[src/design/pwc_cfg.svh]
/*
  Register map, field positions, reset values and link framing for the
  lamp switch, auxiliary output and glass driver control block.
  Assumes inclusion by bare name from the design files.
*/
`ifndef PWC_CFG_SVH
`define PWC_CFG_SVH

// ----------------------------------------------------------------------
// Register offsets
// ----------------------------------------------------------------------
`define PWC_ADDR_W            4
`define PWC_DATA_W            8
`define PWC_OFS_SYS_CTRL      4'h0
`define PWC_OFS_LAMP_OUT      4'h2
`define PWC_OFS_LAMP_STAT     4'h4
`define PWC_OFS_GLASS_CTRL    4'h5
`define PWC_OFS_GLASS_DAC     4'h6
`define PWC_RESET_VAL         8'h00

// ----------------------------------------------------------------------
// Field positions
// ----------------------------------------------------------------------
`define PWC_SYS_PSE_BIT       7
`define PWC_SYS_STOP_BIT      6
`define PWC_SYS_SLEEP_BIT     5
`define PWC_SYS_CFG_MASK      8'h1f
`define PWC_SYS_VSS_BIT       2
`define PWC_OUT_AUX_BIT       7
`define PWC_OUT_PWM_LSB       3
`define PWC_OUT_ON_LSB        0
`define PWC_OUT_RW_MASK       8'hbf
`define PWC_STAT_AUX_BIT      3
`define PWC_GLS_VT_BIT        7
`define PWC_GLS_OLT_BIT       6
`define PWC_GLS_RT_BIT        5
`define PWC_GLS_OCF_BIT       1
`define PWC_GLS_OLF_BIT       0
`define PWC_DAC_MASK          8'h3f

// ----------------------------------------------------------------------
// Serial link framing
// ----------------------------------------------------------------------
`define PWC_SPI_FRAME_BITS    5'h10
`define PWC_SPI_HDR_BITS      5'h08
`define PWC_SPI_WR_BIT        7

`endif

[src/design/pwc_pkg.sv]
/*
  Types shared by the power output control block.
  Assumes pwc_cfg.svh holds the numeric constants.
*/
package pwc_pkg;
  typedef logic [7:0] pwc_byte_type;
  typedef logic [3:0] pwc_addr_type;

  typedef enum logic [1:0] {
    PWC_LAMP_OFF    = 2'b00,
    PWC_LAMP_ON     = 2'b01,
    PWC_LAMP_PWM    = 2'b10,
    PWC_LAMP_INRUSH = 2'b11
  } pwc_lamp_mode_type;
endpackage : pwc_pkg

[src/design/pwc_spi_slave.sv]
/*
  Serial register link slave: 16-bit frames, MSB first, sample on SCK
  rising, shift on SCK falling. Byte 0 = {write, 3'b0, address}, byte 1 =
  write data in, read data out. The write is applied at SS release.
  Assumes link pins are synchronous to i_clk_sys and SCK is much slower.
*/
`timescale 1ns/1ns
`include "pwc_cfg.svh"

module pwc_spi_slave
  import pwc_pkg::*;
(
  input  wire logic          i_clk_sys,   // System clock
  input  wire logic          i_rstn,      // Async reset, low
  input  wire logic          i_ss_n,      // Slave select, low
  input  wire logic          i_sck,       // Serial clock
  input  wire logic          i_mosi,      // Serial data in
  output logic               o_miso,      // Serial data out
  output pwc_pkg::pwc_addr_type o_addr,   // Register address
  input  wire pwc_pkg::pwc_byte_type i_rd_data, // Read data
  output logic               o_wr_en,     // Write pulse
  output pwc_pkg::pwc_byte_type o_wr_data // Write data
);
  import pwc_pkg::*;

  logic         sck_d_r,  sck_d_nxt;
  logic         ss_d_r,   ss_d_nxt;
  logic [4:0]   cnt_r,    cnt_nxt;
  logic [14:0]  sh_in_r,  sh_in_nxt;
  pwc_byte_type miso_r,   miso_nxt;
  pwc_addr_type addr_r,   addr_nxt;
  logic         wr_r,     wr_nxt;
  logic         wr_en_r,  wr_en_nxt;
  pwc_byte_type wdata_r,  wdata_nxt;
  logic         rise;
  logic         fall;

  // --------------------------------------------------------------------
  // Frame shifter
  // --------------------------------------------------------------------
  always_comb begin
    rise      = i_sck & ~sck_d_r & ~i_ss_n;
    fall      = ~i_sck & sck_d_r & ~i_ss_n;
    sck_d_nxt = i_sck;
    ss_d_nxt  = i_ss_n;
    cnt_nxt   = cnt_r;
    sh_in_nxt = sh_in_r;
    miso_nxt  = miso_r;
    addr_nxt  = addr_r;
    wr_nxt    = wr_r;
    wr_en_nxt = 1'b0;
    wdata_nxt = wdata_r;
    if (i_ss_n) begin
      cnt_nxt  = 5'h00;
      miso_nxt = 8'h00;
      // Only a complete frame writes; short frames are dropped
      if (!ss_d_r && cnt_r == `PWC_SPI_FRAME_BITS && wr_r) begin
        wr_en_nxt = 1'b1;
        wdata_nxt = sh_in_r[7:0];
      end
    end else begin
      if (rise && cnt_r != `PWC_SPI_FRAME_BITS) begin
        sh_in_nxt = {sh_in_r[13:0], i_mosi};
        cnt_nxt   = cnt_r + 5'h01;
        if (cnt_r == `PWC_SPI_HDR_BITS - 5'h01) begin
          addr_nxt = {sh_in_r[2:0], i_mosi};
          wr_nxt   = sh_in_r[6];
        end
      end
      if (fall && cnt_r == `PWC_SPI_HDR_BITS) begin
        miso_nxt = i_rd_data;
      end else if (fall && cnt_r > `PWC_SPI_HDR_BITS) begin
        miso_nxt = {miso_r[6:0], 1'b0};
      end
    end
  end

  always_ff @(posedge i_clk_sys or negedge i_rstn) begin
    if (!i_rstn) begin
      sck_d_r <= 1'b0;
      ss_d_r  <= 1'b1;
      cnt_r   <= 5'h00;
      sh_in_r <= 15'h0000;
      miso_r  <= 8'h00;
      addr_r  <= 4'h0;
      wr_r    <= 1'b0;
      wr_en_r <= 1'b0;
      wdata_r <= 8'h00;
    end else begin
      sck_d_r <= sck_d_nxt;
      ss_d_r  <= ss_d_nxt;
      cnt_r   <= cnt_nxt;
      sh_in_r <= sh_in_nxt;
      miso_r  <= miso_nxt;
      addr_r  <= addr_nxt;
      wr_r    <= wr_nxt;
      wr_en_r <= wr_en_nxt;
      wdata_r <= wdata_nxt;
    end
  end

  assign o_miso    = miso_r[7];
  assign o_addr    = addr_r;
  assign o_wr_en   = wr_en_r;
  assign o_wr_data = wdata_r;
endmodule : pwc_spi_slave

[src/design/pwc_power_output_control.sv]
/*
  Lamp switch, auxiliary 5 V output and dimming glass control with the
  system control register, reached over the serial register link.
  Assumes fault detector and PWM inputs are synchronous to i_clk_sys;
  analog sensing, thermal/voltage monitors and watchdog live elsewhere.
*/
`timescale 1ns/1ns
`include "pwc_cfg.svh"

module pwc_power_output_control
  import pwc_pkg::*;
#(
  parameter int LAMPS = 3                       // Lamp switch count
)(
  input  wire logic             i_clk_sys,      // System clock 50 MHz
  input  wire logic             i_rstn,         // Async reset, low
  input  wire logic             i_ss_n,         // Link select, low
  input  wire logic             i_sck,          // Link clock
  input  wire logic             i_mosi,         // Link data in
  output logic                  o_miso,         // Link data out
  input  wire logic             i_pwm,          // PWM input
  input  wire logic [LAMPS-1:0] i_lamp_oc,      // Lamp over-current detect
  input  wire logic             i_aux_oc,       // Aux over-current detect
  input  wire logic             i_glass_short,  // Glass short detect
  input  wire logic             i_glass_above,  // Glass pin above threshold
  input  wire logic             i_low_voltage_fault_flag,  // Low voltage fault
  input  wire logic             i_high_voltage_fault_flag, // High voltage fault
  output logic [LAMPS-1:0]      o_lamp_switch,  // Lamp switch gate drive
  output logic                  o_aux_5v_output,// Aux output enable
  output logic                  o_aux_current_limit, // Aux limiting active
  output logic                  o_supply_switch_transistor, // Glass supply switch
  output logic                  o_dac_output_transistor,    // Glass DAC stage
  output logic                  o_glass_open_load_current,  // Test source on
  output logic [5:0]            o_glass_dac_code,           // Glass DAC code
  output logic                  o_power_stage_enable,       // Power stages on
  output logic                  o_stop_req,     // Stop request pulse
  output logic                  o_sleep_req,    // Sleep request pulse
  output logic                  o_high_side_thermal_shutdown_select, // HS thermal
  output logic                  o_low_side_thermal_shutdown_select,  // LS thermal
  output logic                  o_voltage_shutdown_select,  // Voltage select
  output logic [1:0]            o_line_slew_select          // Line slew
);
  import pwc_pkg::*;

  pwc_addr_type addr;
  pwc_byte_type wr_data;
  pwc_byte_type rd_data;
  logic         wr_en;

  // --------------------------------------------------------------------
  // Register link
  // --------------------------------------------------------------------
  pwc_spi_slave u_link (
    .i_clk_sys (i_clk_sys),
    .i_rstn    (i_rstn),
    .i_ss_n    (i_ss_n),
    .i_sck     (i_sck),
    .i_mosi    (i_mosi),
    .o_miso    (o_miso),
    .o_addr    (addr),
    .i_rd_data (rd_data),
    .o_wr_en   (wr_en),
    .o_wr_data (wr_data)
  );

  logic wr_sys, wr_out, wr_stat, wr_gls, wr_dac;
  assign wr_sys  = wr_en && addr == `PWC_OFS_SYS_CTRL;
  assign wr_out  = wr_en && addr == `PWC_OFS_LAMP_OUT;
  assign wr_stat = wr_en && addr == `PWC_OFS_LAMP_STAT;
  assign wr_gls  = wr_en && addr == `PWC_OFS_GLASS_CTRL;
  assign wr_dac  = wr_en && addr == `PWC_OFS_GLASS_DAC;

  // --------------------------------------------------------------------
  // Control registers
  // --------------------------------------------------------------------
  logic         pse_r,    pse_nxt;
  logic [4:0]   syscfg_r, syscfg_nxt;
  logic         stop_r,   stop_nxt;
  logic         sleep_r,  sleep_nxt;
  pwc_byte_type out_r,    out_nxt;
  logic [5:0]   dac_r,    dac_nxt;
  logic         vt_en_r,  vt_en_nxt;
  logic         olt_r,    olt_nxt;
  logic         rt_en_r,  rt_en_nxt;
  logic         g_ocf_r,  g_ocf_nxt;
  logic         g_olf_r,  g_olf_nxt;
  logic         aux_ocf_r, aux_ocf_nxt;
  logic         aux_lim_r, aux_lim_nxt;
  logic         low_cmd;

  // Stop/sleep run only when PSE and bits 4:2 are zero; line slew bits 1:0 may be set
  assign low_cmd = (wr_data[7] == 1'b0) && (wr_data[4:2] == 3'h0);

  always_comb begin
    pse_nxt    = pse_r;
    syscfg_nxt = syscfg_r;
    stop_nxt   = 1'b0;
    sleep_nxt  = 1'b0;
    out_nxt    = out_r;
    dac_nxt    = dac_r;
    vt_en_nxt  = vt_en_r;
    olt_nxt    = olt_r;
    rt_en_nxt  = rt_en_r;
    g_ocf_nxt  = g_ocf_r;
    g_olf_nxt  = g_olf_r;
    aux_ocf_nxt = aux_ocf_r;
    aux_lim_nxt = i_aux_oc;
    if (wr_sys) begin
      pse_nxt    = wr_data[`PWC_SYS_PSE_BIT];
      syscfg_nxt = wr_data[4:0] & 5'(`PWC_SYS_CFG_MASK);
      stop_nxt   = wr_data[`PWC_SYS_STOP_BIT] & ~wr_data[`PWC_SYS_SLEEP_BIT] & low_cmd;
      sleep_nxt  = wr_data[`PWC_SYS_SLEEP_BIT] & ~wr_data[`PWC_SYS_STOP_BIT] & low_cmd;
    end
    if (wr_out) begin
      out_nxt = wr_data & `PWC_OUT_RW_MASK;
    end
    if (wr_dac) begin
      dac_nxt = wr_data[5:0];
    end
    if (wr_gls) begin
      vt_en_nxt = wr_data[`PWC_GLS_VT_BIT];
      olt_nxt   = wr_data[`PWC_GLS_OLT_BIT];
      rt_en_nxt = wr_data[`PWC_GLS_RT_BIT];
      if (wr_data[`PWC_GLS_OCF_BIT]) begin
        g_ocf_nxt = 1'b0;
      end
      if (wr_data[`PWC_GLS_OLF_BIT]) begin
        g_olf_nxt = 1'b0;
        vt_en_nxt = 1'b0;
        rt_en_nxt = 1'b0;
      end
    end
    if (wr_stat && wr_data[`PWC_STAT_AUX_BIT]) begin
      aux_ocf_nxt = 1'b0;
    end
    // Detector sets are last so they win over a same-cycle clear
    if (i_aux_oc) begin
      aux_ocf_nxt = 1'b1;
    end
    if (i_glass_short) begin
      g_ocf_nxt = 1'b1;
    end
    if (olt_r && i_glass_above) begin
      g_olf_nxt = 1'b1;
    end
  end

  always_ff @(posedge i_clk_sys or negedge i_rstn) begin
    if (!i_rstn) begin
      pse_r     <= 1'b0;
      syscfg_r  <= 5'h00;
      stop_r    <= 1'b0;
      sleep_r   <= 1'b0;
      out_r     <= `PWC_RESET_VAL;
      dac_r     <= 6'h00;
      vt_en_r   <= 1'b0;
      olt_r     <= 1'b0;
      rt_en_r   <= 1'b0;
      g_ocf_r   <= 1'b0;
      g_olf_r   <= 1'b0;
      aux_ocf_r <= 1'b0;
      aux_lim_r <= 1'b0;
    end else begin
      pse_r     <= pse_nxt;
      syscfg_r  <= syscfg_nxt;
      stop_r    <= stop_nxt;
      sleep_r   <= sleep_nxt;
      out_r     <= out_nxt;
      dac_r     <= dac_nxt;
      vt_en_r   <= vt_en_nxt;
      olt_r     <= olt_nxt;
      rt_en_r   <= rt_en_nxt;
      g_ocf_r   <= g_ocf_nxt;
      g_olf_r   <= g_olf_nxt;
      aux_ocf_r <= aux_ocf_nxt;
      aux_lim_r <= aux_lim_nxt;
    end
  end

  // --------------------------------------------------------------------
  // Lamp switches
  // --------------------------------------------------------------------
  logic             pwm_d_r, pwm_d_nxt;
  logic             pwm_rise;
  logic             v_block;
  logic [LAMPS-1:0] ocf_r,  ocf_nxt;
  logic [LAMPS-1:0] trip_r, trip_nxt;
  logic [LAMPS-1:0] sw_r,   sw_nxt;

  assign pwm_d_nxt = i_pwm;
  assign pwm_rise  = i_pwm & ~pwm_d_r;
  // Voltage faults block lamps while syscfg_r bit PWC_SYS_VSS_BIT is clear, but never the aux output
  assign v_block   = (i_low_voltage_fault_flag | i_high_voltage_fault_flag)
                     & ~syscfg_r[`PWC_SYS_VSS_BIT];

  for (genvar g = 0; g < LAMPS; g++) begin : g_lamp
    pwc_lamp_mode_type mode;
    logic              clr;
    assign mode = pwc_lamp_mode_type'({out_r[`PWC_OUT_PWM_LSB + g], out_r[`PWC_OUT_ON_LSB + g]});
    assign clr  = wr_stat & wr_data[g];

    always_comb begin
      ocf_nxt[g]  = ocf_r[g];
      trip_nxt[g] = trip_r[g];
      if (clr) begin
        ocf_nxt[g]  = 1'b0;
        trip_nxt[g] = 1'b0;
      end
      // Any PWM rising edge re-arms, whatever the duty cycle
      if (pwm_rise) begin
        trip_nxt[g] = 1'b0;
      end
      if (i_lamp_oc[g] && sw_r[g]) begin
        ocf_nxt[g]  = 1'b1;
        trip_nxt[g] = 1'b1;
      end
      unique case (mode)
        PWC_LAMP_OFF:    sw_nxt[g] = 1'b0;
        PWC_LAMP_ON:     sw_nxt[g] = ~ocf_nxt[g];
        PWC_LAMP_PWM:    sw_nxt[g] = i_pwm & ~trip_nxt[g];
        PWC_LAMP_INRUSH: sw_nxt[g] = ~trip_nxt[g];
      endcase
      if (!pse_r || v_block) begin
        sw_nxt[g] = 1'b0;
      end
    end
  end

  always_ff @(posedge i_clk_sys or negedge i_rstn) begin
    if (!i_rstn) begin
      pwm_d_r <= 1'b0;
      ocf_r   <= '0;
      trip_r  <= '0;
      sw_r    <= '0;
    end else begin
      pwm_d_r <= pwm_d_nxt;
      ocf_r   <= ocf_nxt;
      trip_r  <= trip_nxt;
      sw_r    <= sw_nxt;
    end
  end

  // --------------------------------------------------------------------
  // Read mux
  // --------------------------------------------------------------------
  always_comb begin
    rd_data = 8'h00;
    unique case (addr)
      `PWC_OFS_SYS_CTRL:   rd_data = {pse_r, 2'b00, syscfg_r};
      `PWC_OFS_LAMP_OUT:   rd_data = out_r & `PWC_OUT_RW_MASK;
      `PWC_OFS_LAMP_STAT:  rd_data = {4'h0, aux_ocf_r, ocf_r};
      `PWC_OFS_GLASS_CTRL: rd_data = {vt_en_r, olt_r, rt_en_r, 3'b000,
                                      g_ocf_r, g_olf_r};
      `PWC_OFS_GLASS_DAC:  rd_data = {2'b00, dac_r} & `PWC_DAC_MASK;
      default:             rd_data = 8'h00;
    endcase
  end

  // --------------------------------------------------------------------
  // Outputs
  // --------------------------------------------------------------------
  assign o_lamp_switch        = sw_r;
  assign o_aux_5v_output      = pse_r & out_r[`PWC_OUT_AUX_BIT];
  assign o_aux_current_limit  = aux_lim_r;
  // Short or open-load test stops both glass transistors
  assign o_dac_output_transistor    = vt_en_r & ~olt_r & ~g_ocf_r;
  assign o_supply_switch_transistor = rt_en_r & ~olt_r & ~g_ocf_r;
  assign o_glass_open_load_current  = olt_r;
  assign o_glass_dac_code     = dac_r;
  assign o_power_stage_enable = pse_r;
  assign o_stop_req           = stop_r;
  assign o_sleep_req          = sleep_r;
  assign o_high_side_thermal_shutdown_select = syscfg_r[3];
  assign o_low_side_thermal_shutdown_select  = syscfg_r[4];
  assign o_voltage_shutdown_select           = syscfg_r[`PWC_SYS_VSS_BIT];
  assign o_line_slew_select   = syscfg_r[1:0];
endmodule : pwc_power_output_control

[config.mk]
export PLATFORM = sky130hd
export DESIGN_NAME = pwc_power_output_control
export DESIGN_NICKNAME = d
export VERILOG_FILES = /design/src/design/pwc_pkg.sv /design/src/design/pwc_spi_slave.sv /design/src/design/pwc_power_output_control.sv
export VERILOG_INCLUDE_DIRS = /design/src /design/src/design
export SDC_FILE = /design/constraint.sdc
export NUM_CORES = 1
export LEC_CHECK = 0
export ABC_CLOCK_PERIOD_IN_PS = 1900
export BUFFER_PORTS_ARGS = -buffer_cell sky130_fd_sc_hd__buf_2
export CORE_UTILIZATION = 40
export CTS_CLUSTER_DIAMETER = 60
export DETAILED_ROUTE_END_ITERATION = 10
export HOLD_SLACK_MARGIN = 0.08
export PLACE_DENSITY = 0.62
export SETUP_SLACK_MARGIN = 0.4
export SKIP_LAST_GASP = 1
export SLEW_MARGIN = 20
export SYNTH_ARGS = -nofsm -noshare
export SYNTH_HDL_FRONTEND = slang
export SYNTH_SLANG_ARGS = --single-unit
[constraint.sdc]
create_clock -name i_clk_sys -period 1.9 [get_ports i_clk_sys]
set_input_delay 0 -clock i_clk_sys [delete_from_list [all_inputs] [get_ports i_clk_sys]]
set_output_delay 0 -clock i_clk_sys [all_outputs]
set_load 0.03 [all_outputs]
# Yosys cells after proc, flatten, opt, wreduce, memory -nomap -nowiden

Index checks and enable logic that the tools add are counted.

Flip-flop bits (word level): 75
Bits of input ports: 14
Output and inout bits: 23

Magnitude comparators: 1
Reduce and logical (&&, ||, !) cells: 36
Add/sub/neg operators: 1
Mux-type cells: 41
Equal/unequal tests: 17
Bitwise operators: 38

Operators by type and width:

| cell                  | count |
|---|---|
| $pmux W8 S5           | 1 |
| $mux W1               | 32 |
| $mux W8               | 3 |
| $and A1 B1 Y1         | 21 |
| $logic_and A1 B1 Y1   | 16 |
| $not A1 Y1            | 16 |
| $eq A2 B2 Y1 const B  | 6 |
| $eq A4 B3 Y1 const B  | 3 |
| $pmux W1 S4           | 3 |
| $reduce_bool A2 Y1    | 6 |
| $mux W5               | 2 |
| $reduce_and A2 Y1     | 4 |
| $eq A2 B1 Y1 const B  | 3 |
| $logic_not A2 Y1      | 3 |
| $add A5 B1 Y5 const B | 1 |
| $eq A5 B3 Y1 const B  | 1 |
| $eq A5 B4 Y1 const B  | 1 |
| $eq A5 B5 Y1 const B  | 1 |
| $gt A5 B4 Y1 const B  | 1 |
| $ne A5 B5 Y1 const B  | 1 |
| $eq A4 B2 Y1 const B  | 1 |
| $logic_not A4 Y1      | 1 |
| $logic_not A3 Y1      | 1 |
| $reduce_and A3 Y1     | 1 |
| other kinds (4)       | 5 |

# Longest topological paths before layout

Gate-level depths: netlist of run 1.

Word-level depth: 10
Gate-level depth with buffers: 7
Mapped depth without buffers: 6

# By module

A second synthesis of run 1 with hierarchy kept.

Cells, all modules: 261
Area total of the unflattened synthesis: 3469.6 um2

Modules (own cells, without submodules):

| module                   | cells an instance | instances | area each (um2) | seq. area each (um2) |
|---|---|---|---|---|
| pwc_power_output_control | 144               | 1         | 1848.0          | 950.9 |
| pwc_spi_slave            | 117               | 1         | 1621.6          | 927.1 |

# Worst setup path after synthesis of run 1

No wires, ideal clock.

Kind: register to register
From: register u_link.cnt_r[0]
To: register u_link.wdata_r[0] (netlist: u_link.o_wr_data[0])
Cell stages (with the launch flop): 6
Slack: 0.272 ns
Library setup time: 0.125 ns
Clock period less this slack: 1.628 ns
Arrival: 1.503 ns
Path buffers: 0
Cell sequence: dfrtp_1 inv_1 ha_1 nand4bb_4 nor3_4 mux2_2

Cells in the longest elaborated chain, start to end: 4

RTL lines:

| item                                 | RTL line            | RTL |
|---|---|---|
| start, declared                      | pwc_spi_slave.sv:28 | `logic [4:0] cnt_r, cnt_nxt;` |
| start signal, assigned               | pwc_spi_slave.sv:92 | `cnt_r <= cnt_nxt;` |
| $eq A5 B5 Y1 (no source line)        | --                  |  |
| $logic_and A1 B1 Y1 (no source line) | --                  |  |
| $logic_and A1 B1 Y1                  | pwc_spi_slave.sv:57 | `` if (!ss_d_r && cnt_r == `PWC_SPI_FRAME_BITS && wr_r) begin `` |
| $reduce_and A2 Y1 (no source line)   | --                  |  |
| end signal, assigned                 | pwc_spi_slave.sv:98 | `wdata_r <= wdata_nxt;` |
| end, declared                        | pwc_spi_slave.sv:34 | `pwc_byte_type wdata_r, wdata_nxt;` |

No other way between the ends.
A chain may end at the register's enable or synchronous reset.

# Worst setup path in the final report of run 1

From: register u_link.addr_r[1] (netlist: u_link.o_addr[1])
To: register sw_r[1] (netlist: o_lamp_switch[1])

Cells in the longest elaborated chain, start to end: 10
Elaborated cells on any way between the ends: 13

RTL lines:

| item                                   | RTL line                                                         | RTL |
|---|---|---|
| start, declared                        | pwc_spi_slave.sv:31                                              | `pwc_addr_type addr_r, addr_nxt;` |
| start signal, assigned                 | pwc_spi_slave.sv:95                                              | `addr_r <= addr_nxt;` |
| $eq A4 B3 Y1 *                         | --                                                               |  |
| $logic_and A1 B1 Y1 (no source line) * | --                                                               |  |
| $and A1 B1 Y1 *                        | pwc_power_output_control.sv:200                                  | `assign clr = wr_stat & wr_data[g];` |
| $mux W1                                | pwc_power_output_control.sv:205                                  | `if (clr) begin` |
| $mux W1                                | pwc_power_output_control.sv:210                                  | `if (pwm_rise) begin` |
| $mux W1                                | pwc_power_output_control.sv:213                                  | `if (i_lamp_oc[g] && sw_r[g]) begin` |
| $not A1 Y1                             | pwc_power_output_control.sv:220, pwc_power_output_control.sv:221 |  |
| $and A1 B1 Y1                          | pwc_power_output_control.sv:220                                  | `PWC_LAMP_PWM: sw_nxt[g] = i_pwm & ~trip_nxt[g];` |
| $pmux W1 S4 *                          | pwc_power_output_control.sv:217                                  | `unique case (mode)` |
| $mux W1 *                              | pwc_power_output_control.sv:223                                  | `if (!pse_r \|\| v_block) begin` |
| net sw_nxt[1]                          | pwc_power_output_control.sv:188                                  | `logic [LAMPS-1:0] sw_r, sw_nxt;` |
| end signal, assigned                   | pwc_power_output_control.sv:239                                  | `sw_r <= sw_nxt;` |
| end, declared                          | pwc_power_output_control.sv:188                                  |  |

Mark *: on every way through the listed nets, which the timed path passes. The rest lies on a longest branch.

==> summary.md, run 1 <==
| Metric | Value |
|---|---|
| Final setup violation count | `0` |
| Crit path DAT | `1.90 ns` |
| Max incr delay on CP | `0.53 ns` |
| FILL cells | `673` |
| Gpl congestion | `0.790` |
| Outcome | `completed` |
| Worst-Margin Slew | `0.473 ns` |
| Via Count | `about 2,400` |
| Top cells by area, synth | `dfrtp_1 (55%), mux2_2 (14%), o21ai_0 (2.5%), mux2i_1 (2.4%), nand2_1 (2.3%)` |
| Busiest grt layer | `met2` |
| Final max-slew violation count | `0` |
| DP Worst Slack | `between 0.06 and 0.07 ns` |
| Met1 usage | `27.2%` |
| Synth top area share | `55.1%` |
| Distinct cells, synth | `48` |
| Cells along the critical path | `or3b_2 > o211ai_1 > o2111ai_1 > a21oi_1` |
| Syn Area/Cell | `12.7 um2` |
| Fmax | `0.617 GHz` |
| Period minus WS final | `approximately 1.6 ns` |
| Max-slew headroom | `about two thirds` |
| HPWL Detailed | `roughly 5.2 mm` |
| Bufs on Longest Clock Path | `2` |
| Nets@finish | `369` |
| Cell Count, Final, Fillers Out | `approximately 460` |
| Synth Warn # | `0` |
| Commonest non-fill, non-tap cells in the layout | `dfrtp_1 (68), buf_2 (35), mux2_2 (34)` |
| Max FO, Critical Path | `9` |
| Worst Skew | `around 0.0098 ns` |
| Worst skew pair latency | `0.35 ns` |
| Worst-path clk slew | `0.08 ns` |
| Class of the tightest hold or removal check | `in -> async` |
| Sequential-to-total area share from yosys stat | `55.9%` |
| Net Count, Synth | `between 200 and 300` |
| Vias in the first global route | `between 2,000 and 2,500` |
| Ys flop type | `dfrtp_1` |
| Die H | `approximately 94 um` |
| WL per Instance | `~17 um` |
| CTS root buffer | `clkbuf_8` |
| TritonRoute pass-1 iters | `4` |
| Placed Instances | `407` |
| Post-Route Setup TNS | `0 ns` |
| Multi-input logic area | `1630 um2` |
| CP required | `2.18 ns` |
| Sequential Area | `1890 um2` |
| Max-Cap Viols | `0` |
| Vias/cell | `5.30` |
| Design area | `4500 um2` |
| Clk sinks | `75` |
| Ant diodes | `0` |
| Crit start category | `flop` |
| Kind of critical path | `reg -> reg` |
| Port buffer count | `36` |
| Placed Area | `about 3700 um2` |
| GRT Util Overall | `19.5%` |
| Fin. Hold Viols | `0` |
| Seq cells post-synth | `75` |
| # IOs | `37` |
| Met2 Resource Use GR | `between 20% and 30%` |
| RSZ-0062 raised after global routing | `true` |
| ANT nets after route | `0` |
| Fin util | `55.0%` |
| Slowest cell on crit path | `or3b_2` |
| Largest area contributor in the netlist | `dfrtp_1` |
| Static Leak | `0.00204 uW` |
| Pwr Density | `736 nW/um2` |
| Post-synthesis async set-or-reset flop share | `100%` |
| Largest net degree at the start of global routing | `between 40 and 50` |
| Initial core utilization | `41.1%` |
| Sum of buffers and inverters on the critical path | `0` |
| Met3 usage | `5.61%` |
| Commonest non-fill, non-tap cell in the layout | `dfrtp_1` |
| Die W | `~94 um` |
| CTS buffer count | `9` |
| Placeable Area | `8180 um2` |
| Number of standard cells after synthesis | `264` |
| Area growth syn-to-layout | `33.9%` |
| Die Footprint | `8770 um2` |
| # DRC | `0` |
| Post-synth EDFFs | `0` |
| Final period util | `between 80 and 90%` |
| Crit end category | `flop` |
| FP Rows | `33` |
| Maximum vdd drop | `around 750 uV` |
| CTS tree | `yes` |
| Starting DRT DRC Count | `90` |
| Synthesized area | `between 3000 and 4000 um2` |
| Total grt overflow | `0` |
| First-pass GRT wire length | `approximately 13 mm` |
| WL final | `8.06 mm` |
| H-tree Lvls | `3` |
| Setup ws final | `0.278 ns` |
| Initial antenna violation count | `0` |
| Layout cell share with drive strength beyond 1 | `48.5%` |
| CP top delay family | `compound AO/OA/AOI/OAI gates` |
==> through the flow <==
step | total power [uW] | hold WS (ns)
floorplan | 1830 | -0.296
finish | 3310 | 0.139
global route | 3430 | 0.171
global placement | 1920 | -0.00978
CTS | 3290 | 0.150
detailed placement | 1920 | -0.00946
==> cells by family after synthesis <==
family                   synth area share (%)
XOR/XNOR                                0.783
AO/OA/AOI/OAI                            10.2
AND/OR/NAND/NOR                          14.1
adder cells (fa/ha/maj)                 0.745
flip-flops                               55.9
multiplexers                             16.5
buffers and inverters                    1.75
==> routing by layer <==
metal | wire length, um | share of wire, %
met3 | 346 | 4.3
met5 | 0 | 0
met1 | 3750 | 47
met2 | 3850 | 48
met4 | 116 | 1.4
==> area by class of cell <==
class                   count  share of cell area [%]
well taps                 105                    2.92
flip-flops and latches     75                    41.9
clock inverters             5                    1.75
inverters                   3                   0.250
multi-input cells         179                    36.2
repair buffers             85                    14.1
clock buffers              10                    2.84
==> power by group <==
group	internal, uW	switching (uW)
Clock	731	589
Sequential	1670	75.8
Combinational	148	93.3
==> worst paths after layout <==
check / slack, ns / cells past startpoint / to / from
min in group i_clk_sys: 0.16 / 4 / o_lamp_switch[1]$_DFF_PN0_ / i_low_voltage_fault_flag
hold / removal: 0.14 / 2 / o_lamp_switch[2]$_DFF_PN0_ / i_rstn
setup / recovery: 0.28 / 4 / o_lamp_switch[1]$_DFF_PN0_ / u_link.o_addr[1]$_DFFE_PN0P_
max in group asynchronous: 1.12 / 3 / u_link.ss_d_r$_DFF_PN1_ / i_rstn
setup reg to reg: 0.28 / 4 / o_lamp_switch[1]$_DFF_PN0_ / u_link.o_addr[1]$_DFFE_PN0P_
hold reg to reg: 0.50 / 2 / u_link.miso_r[6]$_DFFE_PN0P_ / u_link.miso_r[6]$_DFFE_PN0P_
==> registers in the layout (all words and copies together) (netlist names), 3 cells and up <==
register / count
o_glass_dac_code: 6
o_lamp_switch: 3
ocf_r: 3
out_r: 7
syscfg_r: 5
trip_r: 3
u_link.cnt_r: 5
u_link.miso_r: 8
u_link.o_addr: 4
u_link.o_wr_data: 8
u_link.sh_in_r: 8
==> Yosys cell counts (3+ instances only) <==
master	count
inv_1	3
nand2b_1	5
nand3_1	8
buf_2	5
mux2_2	42
xor2_1	3
nor2_1	6
o21ai_0	17
a21oi_1	6
nand4b_1	3
o22a_1	3
mux2i_1	8
o2111ai_1	3
dfrtp_1	74
a22oi_1	7
nor3b_1	8
nand3b_1	4
nand2_1	21
==> timing repair <==
action                     4_1_cts  5_1_grt
pin swaps                        6       15
gates resized for setup         28       44
setup endpoints to repair       53       54
hold buffers                    11        0
buffers inserted                10       18
hold endpoints to repair        96        0
gates cloned                     1        0
(Power assumes the default switching activity.)
==> inputs of run 2 (changes only) <==
==> constraint.sdc (replaced) <==
create_clock -name i_clk_sys -period 1.9 [get_ports i_clk_sys]
set_input_delay 0.38 -clock i_clk_sys [delete_from_list [all_inputs] [get_ports i_clk_sys]]
set_output_delay 0.38 -clock i_clk_sys [all_outputs]
set_load 0.03 [all_outputs]
==> run 2 against run 1 <==
  * Fmax is 1.8% lower
  * Total power rose by 3.5%
  * Global-route usage increased by 0.20 points
  * Critical path depth up 2
  * Die area is the same
  * Utilization shrank 1.7 points
  * Count of clock-buffer cells in the layout unchanged
  * Critical path type unchanged
  * Largest cell class unchanged
  * Largest power group unchanged
==> summary.md, run 2 (same netlist as run 1, synthesis figures left out) <==
| Metric | Value |
|---|---|
| Initial core utilization | `41.1% (unchanged)` |
| Worst skew pair latency | `0.35 ns (about the same)` |
| Net Switching | `751 uW (-0.92%)` |
| Layout cell share with drive strength beyond 1 | `48.6% (+0.096 points)` |
| RSZ-0062 raised after global routing | `true` |
| Fin util | `53.3% (-1.7 points)` |
| Largest net degree at the start of global routing | `44 (+7.3%)` |
| Bufs on Longest Clock Path | `2 (unchanged)` |
| Final period util | `86.9% (+1.6 points)` |
| Worst-path clk slew | `0.08 ns (about the same)` |
| WL final | `7.98 mm (-1.0%)` |
| Kind of critical path | `reg -> reg` |
| Ant diodes | `0 (unchanged)` |
| Nets@finish | `357 (-3.3%)` |
| Cells along the critical path | `inv_2 > ha_4 > nand4bb_4 > nor3_4 > buf_6 > mux2_4` |
| Starting DRT DRC Count | `129 (+43%)` |
| Commonest non-fill, non-tap cell in the layout | `dfrtp_1` |
| Via Count | `2,434 (-0.57%)` |
| Comb power frac | `5.1% (-2.2 points)` |
| Die H | `93.6 um (unchanged)` |
| Placeable Area | `8180 um2 (unchanged)` |
| Die W | `93.6 um (unchanged)` |
| WL per Instance | `17.7 um (+1.4%)` |
| Crit end category | `flop` |
| Fin. Hold Viols | `0 (unchanged)` |
| Seq pwr share | `50.8% (-2.0 points)` |
| Initial antenna violation count | `0 (unchanged)` |
| TritonRoute pass-1 iters | `6 (+2)` |
| FILL cells | `714 (+6.1%)` |
| Final setup violation count | `0 (unchanged)` |
| CTS buffer count | `9 (unchanged)` |
| ANT nets after route | `0 (unchanged)` |
| H-tree Lvls | `3 (unchanged)` |
| Crit path DAT | `1.89 ns (about the same)` |
| Overall power | `3420 uW (+3.5%)` |
| First-pass GRT wire length | `12.6 mm (-0.87%)` |
| Period minus WS final | `1.65 ns (+0.0303 ns)` |
| Max-slew headroom | `67.4% (-1.1 points)` |
| Max FO, Critical Path | `5 (-4)` |
| CTS root buffer | `clkbuf_8` |
| Vias/cell | `5.40 (+1.9%)` |
| CP required | `2.14 ns (-0.04 ns)` |
| GRT Util Overall | `19.7% (+0.20 points)` |
| Max-Cap Viols | `0 (unchanged)` |
| Area growth syn-to-layout | `29.7%` |
| Cell Count, Final, Fillers Out | `451 (-2.4%)` |
| Vias in the first global route | `2,339 (-4.3%)` |
| Clk sinks | `75 (unchanged)` |
| Pwr Density | `786 nW/um2 (+6.8%)` |
| FP Rows | `33 (unchanged)` |
| CP top delay family | `simple AND/OR/NAND/NOR gates` |
| Total grt overflow | `0 (unchanged)` |
| # DRC | `0 (unchanged)` |
| Worst Skew | `0.00674 ns (-0.00310 ns)` |
| CTS tree | `yes` |
| Class of the tightest hold or removal check | `in -> reg` |
| # IOs | `37 (unchanged)` |
| Outcome | `completed` |
| Final max-slew violation count | `0 (unchanged)` |
| Static Leak | `0.00197 uW (-3.8%)` |
| Gpl congestion | `0.808 (+2.3%)` |
| Die Footprint | `8770 um2 (unchanged)` |
| Maximum vdd drop | `476 uV (-37%)` |
| Clock power frac | `44.2% (+4.3 points)` |
| Max incr delay on CP | `0.40 ns (-0.13 ns)` |
| Switching Share | `21.9% (-0.97 points)` |
| Sum of buffers and inverters on the critical path | `2 (+2)` |
| Slowest cell on crit path | `dfrtp_1` |
| Crit start category | `flop` |
| Post-Route Setup TNS | `0 ns (unchanged)` |
| Commonest non-fill, non-tap cells in the layout | `dfrtp_1 (67), buf_4 (35), buf_2 (32)` |
| Worst-Margin Slew | `0.483 ns (+0.0108 ns)` |
| Placed Instances | `408 (+0.25%)` |
| Cell-internal power | `2670 uW (+4.8%)` |
| HPWL Detailed | `5.39 mm (+4.3%)` |
| Fmax | `0.605 GHz (-1.8%)` |
| Port buffer count | `36 (unchanged)` |
-- run 2: changes by cell type in the layout (fill, tap and decap cells not counted), moves of 3 or more --
| cell | change |
|---|---|
| mux2_4 | +4 |
| o21ai_0 | +10 |
| buf_4 | +6 |
| o21ai_1 | -5 |
| o21ai_2 | -5 |
| buf_2 | -3 |
| dlygate4sd3_1 | -10 |
| mux2_2 | -4 |
-- run 2: what timing repair did --
action | 4_1_cts | 5_1_grt
hold buffers | 1 | 0
endpoints found under the setup margin | 62 | 42
resized for setup | 31 | 21
pin swaps | 7 | 8
endpoints found under the hold margin | 10 | 0
buffers inserted | 16 | 9
gates cloned | 1 | 0
-- run 2: stage by stage --
stage | setup WS, ns | cell area (um2) | hold WS [ns]
2_1_floorplan | 0.213 | 3380 | 0.0844
3_3_place_gp | 0.184 | 3730 | 0.236
3_5_place_dp | 0.155 | 3730 | 0.233
4_1_cts | 0.302 | 4230 | 0.132
5_1_grt | 0.198 | 4360 | 0.133
6_report | 0.248 | 4360 | 0.146
-- run 2: worst paths after layout --
| kind | slack [ns] | cells past startpoint | start | end |
|---|---|---|---|---|
| min | 0.15 | 1 | i_aux_oc | o_aux_current_limit$_DFF_PN0_ |
| max in group asynchronous | 0.95 | 3 | i_rstn | u_link.sck_d_r$_DFF_PN0_ |
| max | 0.25 | 6 | u_link.cnt_r[0]$_DFFE_PN0P_ | u_link.o_wr_data[3]$_DFFE_PN0P_ |
| min reg2reg | 0.50 | 2 | u_link.miso_r[6]$_DFFE_PN0P_ | u_link.miso_r[6]$_DFFE_PN0P_ |
| max reg2reg | 0.25 | 6 | u_link.cnt_r[0]$_DFFE_PN0P_ | u_link.o_wr_data[3]$_DFFE_PN0P_ |
| min in group asynchronous | 0.40 | 2 | i_rstn | ocf_r[2]$_DFF_PN0_ |
-- run 2: power by group through the flow --
stage / Clock (uW) / Combinational [uW] / Sequential (uW)
global placement: 0 / 154 / 1760
CTS: 1550 / 172 / 1740
finish: 1510 / 173 / 1740
detailed placement: 0 / 158 / 1770
floorplan: 0 / 90.2 / 1740
global route: 1610 / 192 / 1750
-- run 2: layout make-up --
class,instances,area (um2),area share (%)
sequential,75,1890,43.3
multi-input combinational,179,1580,36.3
clock inverter,6,111,2.56
inverter,3,11.3,0.258
tap,105,131,3.02
timing repair buffer,73,498,11.4
clock buffer,10,138,3.16
-- run 2: routing by layer --
| metal | wire, um | GRT usage, % | vias to the layer above |
|---|---|---|---|
| met4 | 177 | 8.85 | 0 |
| met1 | 3650 | 26.9 | 1252 |
| li1 | - | - | 1132 |
| met3 | 226 | 3.50 | 13 |
| met2 | 3920 | 30.6 | 37 |
| met5 | 0 | 0 | - |
==> inputs of run 3 (changes only) <==
--- a/config.mk
+++ b/config.mk
@@ -8,11 +8,14 @@
 export LEC_CHECK = 0
 export ABC_CLOCK_PERIOD_IN_PS = 1900
 export BUFFER_PORTS_ARGS = -buffer_cell sky130_fd_sc_hd__buf_2
+export CELL_PAD_IN_SITES_DETAIL_PLACEMENT = 1
+export CELL_PAD_IN_SITES_GLOBAL_PLACEMENT = 1
 export CORE_UTILIZATION = 40
 export CTS_CLUSTER_DIAMETER = 60
 export DETAILED_ROUTE_END_ITERATION = 10
 export HOLD_SLACK_MARGIN = 0.08
-export PLACE_DENSITY = 0.62
+export PLACE_DENSITY = 0.73
+export REMOVE_ABC_BUFFERS = 1
 export SETUP_SLACK_MARGIN = 0.4
 export SKIP_LAST_GASP = 1
 export SLEW_MARGIN = 20
==> run 3 against run 2 <==
  * Worst hold slack gained 0.018 ns
  * First-iteration DRC count grew 9.3%
  * Critical path type unchanged
  * Wire length grew 29%
  * Critical endpoint is now u_link.miso_r[0]$_DFFE_PN0P_
  * Global-route usage grew 1.2 points
  * Largest cell class unchanged
  * Design area grew 5.3%
==> summary.md, run 3 (same netlist as run 1, synthesis figures left out) <==
| Metric | Value |
|---|---|
| Class of the tightest hold or removal check | `in -> reg` |
| Hold EP | `o_aux_current_limit$_DFF_PN0_` |
| Final period util | `88.6% (+1.6 points)` |
| Cells along the critical path | `buf_4 > buf_6 > nor3b_1 > a2bb2oi_2 > o31ai_2 > a32o_1` |
| Max FO, Critical Path | `8 (+3)` |
| Crit start category | `flop` |
| R2r endpoint | `u_link.miso_r[0]$_DFFE_PN0P_` |
| CP top delay family | `flip-flops` |
| Static Leak | `0.00206 uW (+4.9%)` |
| Outcome | `completed` |
| Commonest non-fill, non-tap cells in the layout | `dfrtp_1 (66), buf_4 (39), mux2_2 (31), buf_2 (31), nand2_1 (17)` |
| Slowest cell on crit path | `dfrtp_2` |
| Total grt overflow | `0 (unchanged)` |
| Crit path DAT | `1.98 ns (+0.09 ns)` |
| Sum of buffers and inverters on the critical path | `2 (unchanged)` |
| GRT Util Overall | `20.9% (+1.2 points)` |
| Die Footprint | `8770 um2 (unchanged)` |
| Hold path depth | `1 (unchanged)` |
| Hold Path Origin | `i_aux_oc` |
| Nets@finish | `374 (+4.8%)` |
| Die H | `93.6 um (unchanged)` |
| Initial antenna violation count | `0 (unchanged)` |
| Clk sinks | `75 (unchanged)` |
| Worst hold slack | `0.164 ns (+0.0176 ns)` |
| WL per Instance | `22.1 um (+25%)` |
| Worst-path clk slew | `0.09 ns (about the same)` |
| Layout cell share with drive strength beyond 1 | `53.7% (+5.2 points)` |
| Vias/cell | `5.51 (+2.2%)` |
| Cell Count, Final, Fillers Out | `468 (+3.8%)` |
| Worst Skew | `0.0154 ns (+0.00866 ns)` |
| RSZ-0062 raised after global routing | `true` |
| Crit end category | `flop` |
| # IOs | `37 (unchanged)` |
| Vias in the first global route | `2,492 (+6.5%)` |
| HPWL Detailed | `5.70 mm (+5.8%)` |
| Maximum vdd drop | `555 uV (+17%)` |
| Via Count | `2,581 (+6.0%)` |
| Reg2Reg Depth | `6 (unchanged)` |
| Placed Instances | `409 (+0.25%)` |
| Starting DRT DRC Count | `141 (+9.3%)` |
| TritonRoute pass-1 iters | `4 (-2)` |
| Initial core utilization | `41.1% (unchanged)` |
| R2r setup slk | `0.22 ns (-0.03 ns)` |
| FILL cells | `835 (+17%)` |
| Post-Route Setup TNS | `0 ns (unchanged)` |
| Die W | `93.6 um (unchanged)` |
| CTS tree | `yes` |
| WL final | `10.3 mm (+29%)` |
| First-pass GRT wire length | `13.5 mm (+7.0%)` |
| Max-Cap Viols | `0 (unchanged)` |
| CTS buffer count | `9 (unchanged)` |
| Max-slew headroom | `64.5% (-3.0 points)` |
| CTS root buffer | `clkbuf_8` |
| Pwr Density | `663 nW/um2 (-16%)` |
| Worst skew pair latency | `0.35 ns (about the same)` |
| CP required | `2.19 ns (+0.05 ns)` |
| ANT nets after route | `0 (unchanged)` |
| Fmax | `0.594 GHz (-1.9%)` |
| Final max-slew violation count | `0 (unchanged)` |
| H-tree Lvls | `3 (unchanged)` |
| Placeable Area | `8180 um2 (unchanged)` |
| Worst-Margin Slew | `0.533 ns (+0.0498 ns)` |
| Gpl congestion | `0.789 (-2.4%)` |
| # DRC | `0 (unchanged)` |
| Area growth syn-to-layout | `36.7%` |
| FP Rows | `33 (unchanged)` |
| Largest net degree at the start of global routing | `38 (-14%)` |
| Fin. Hold Viols | `0 (unchanged)` |
| Period minus WS final | `1.68 ns (+0.0312 ns)` |
| Bufs on Longest Clock Path | `2 (unchanged)` |
| Final setup violation count | `0 (unchanged)` |
| Ant diodes | `0 (unchanged)` |
| Commonest non-fill, non-tap cell in the layout | `dfrtp_1` |
| Port buffer count | `36 (unchanged)` |
| Reg-to-reg startpoint | `u_link.o_addr[0]$_DFFE_PN0P_` |
| Kind of critical path | `reg -> reg` |
| Max incr delay on CP | `0.50 ns (+0.10 ns)` |
run 3: worst max-delay path by stage:
stage / slack, ns / cells past startpoint / endpoint / startpoint
floorplan: 0.09 / 3 / o_glass_dac_code[0]$_DFFE_PN0P_ / u_link.o_addr[2]$_DFFE_PN0P_
global placement: 0.15 / 5 / u_link.o_addr[2]$_DFFE_PN0P_ / i_ss_n
detailed placement: 0.1 / 5 / u_link.o_wr_data[4]$_DFFE_PN0P_ / u_link.cnt_r[0]$_DFFE_PN0P_
CTS: 0.25 / 6 / u_link.o_wr_data[4]$_DFFE_PN0P_ / u_link.cnt_r[1]$_DFFE_PN0P_
global route: 0.16 / 6 / u_link.miso_r[0]$_DFFE_PN0P_ / u_link.o_addr[0]$_DFFE_PN0P_
finish: 0.22 / 6 / u_link.miso_r[0]$_DFFE_PN0P_ / u_link.o_addr[0]$_DFFE_PN0P_
run 3: repair_timing:
action / in CTS / in global routing
hold endpoints to repair: 34 / 0
hold buffers: 1 / 0
gates cloned: 0 / 1
pin swaps: 4 / 22
setup buffers: 14 / 27
gates resized for setup: 20 / 78
endpoints found under the setup margin: 63 / 60
run 3: worst reg2reg max path, delay by kind of cell (launching register included):
family	cells	cell delay, ns
AOI/OAI and AO/OA	3	0.42
buffers and inverters	2	0.29
DFF	1	0.50
and+or+nand+nor	1	0.41
run 3: power by group:
part,internal [uW],switching [uW]
Sequential,1670,69.8
Combinational,95.6,91.0
Clock,509,605
run 3: through the flow:
step / total power, uW / area (um2) / util (%) / setup WS, ns
4_1_cts: 3020 / 4080 / 49.9 / 0.246
5_1_grt: 3160 / 4590 / 56.1 / 0.158
6_report: 3040 / 4590 / 56.1 / 0.217
2_1_floorplan: 1830 / 3310 / - / 0.0947
3_3_place_gp: 1920 / 3720 / 45.5 / 0.151
3_5_place_dp: 1930 / 3720 / 45.5 / 0.0981
run 3: layout make-up:
type,count,area [um2],share of cell area [%]
clock inverter,4,26.3,0.573
tap,105,131,2.86
timing repair buffer,89,687,15.0
multi-input combinational,180,1700,37.1
sequential,75,1890,41.1
inverter,3,11.3,0.245
clock buffer,12,145,3.16
run 3: metal layers:
layer | track usage, % | wire length (um) | up-vias
met5 | 0 | 0 | -
met4 | 8.21 | 325 | 0
met3 | 3.50 | 263 | 25
met2 | 34.2 | 5230 | 45
met1 | 27.7 | 4510 | 1338
li1 | - | - | 1173
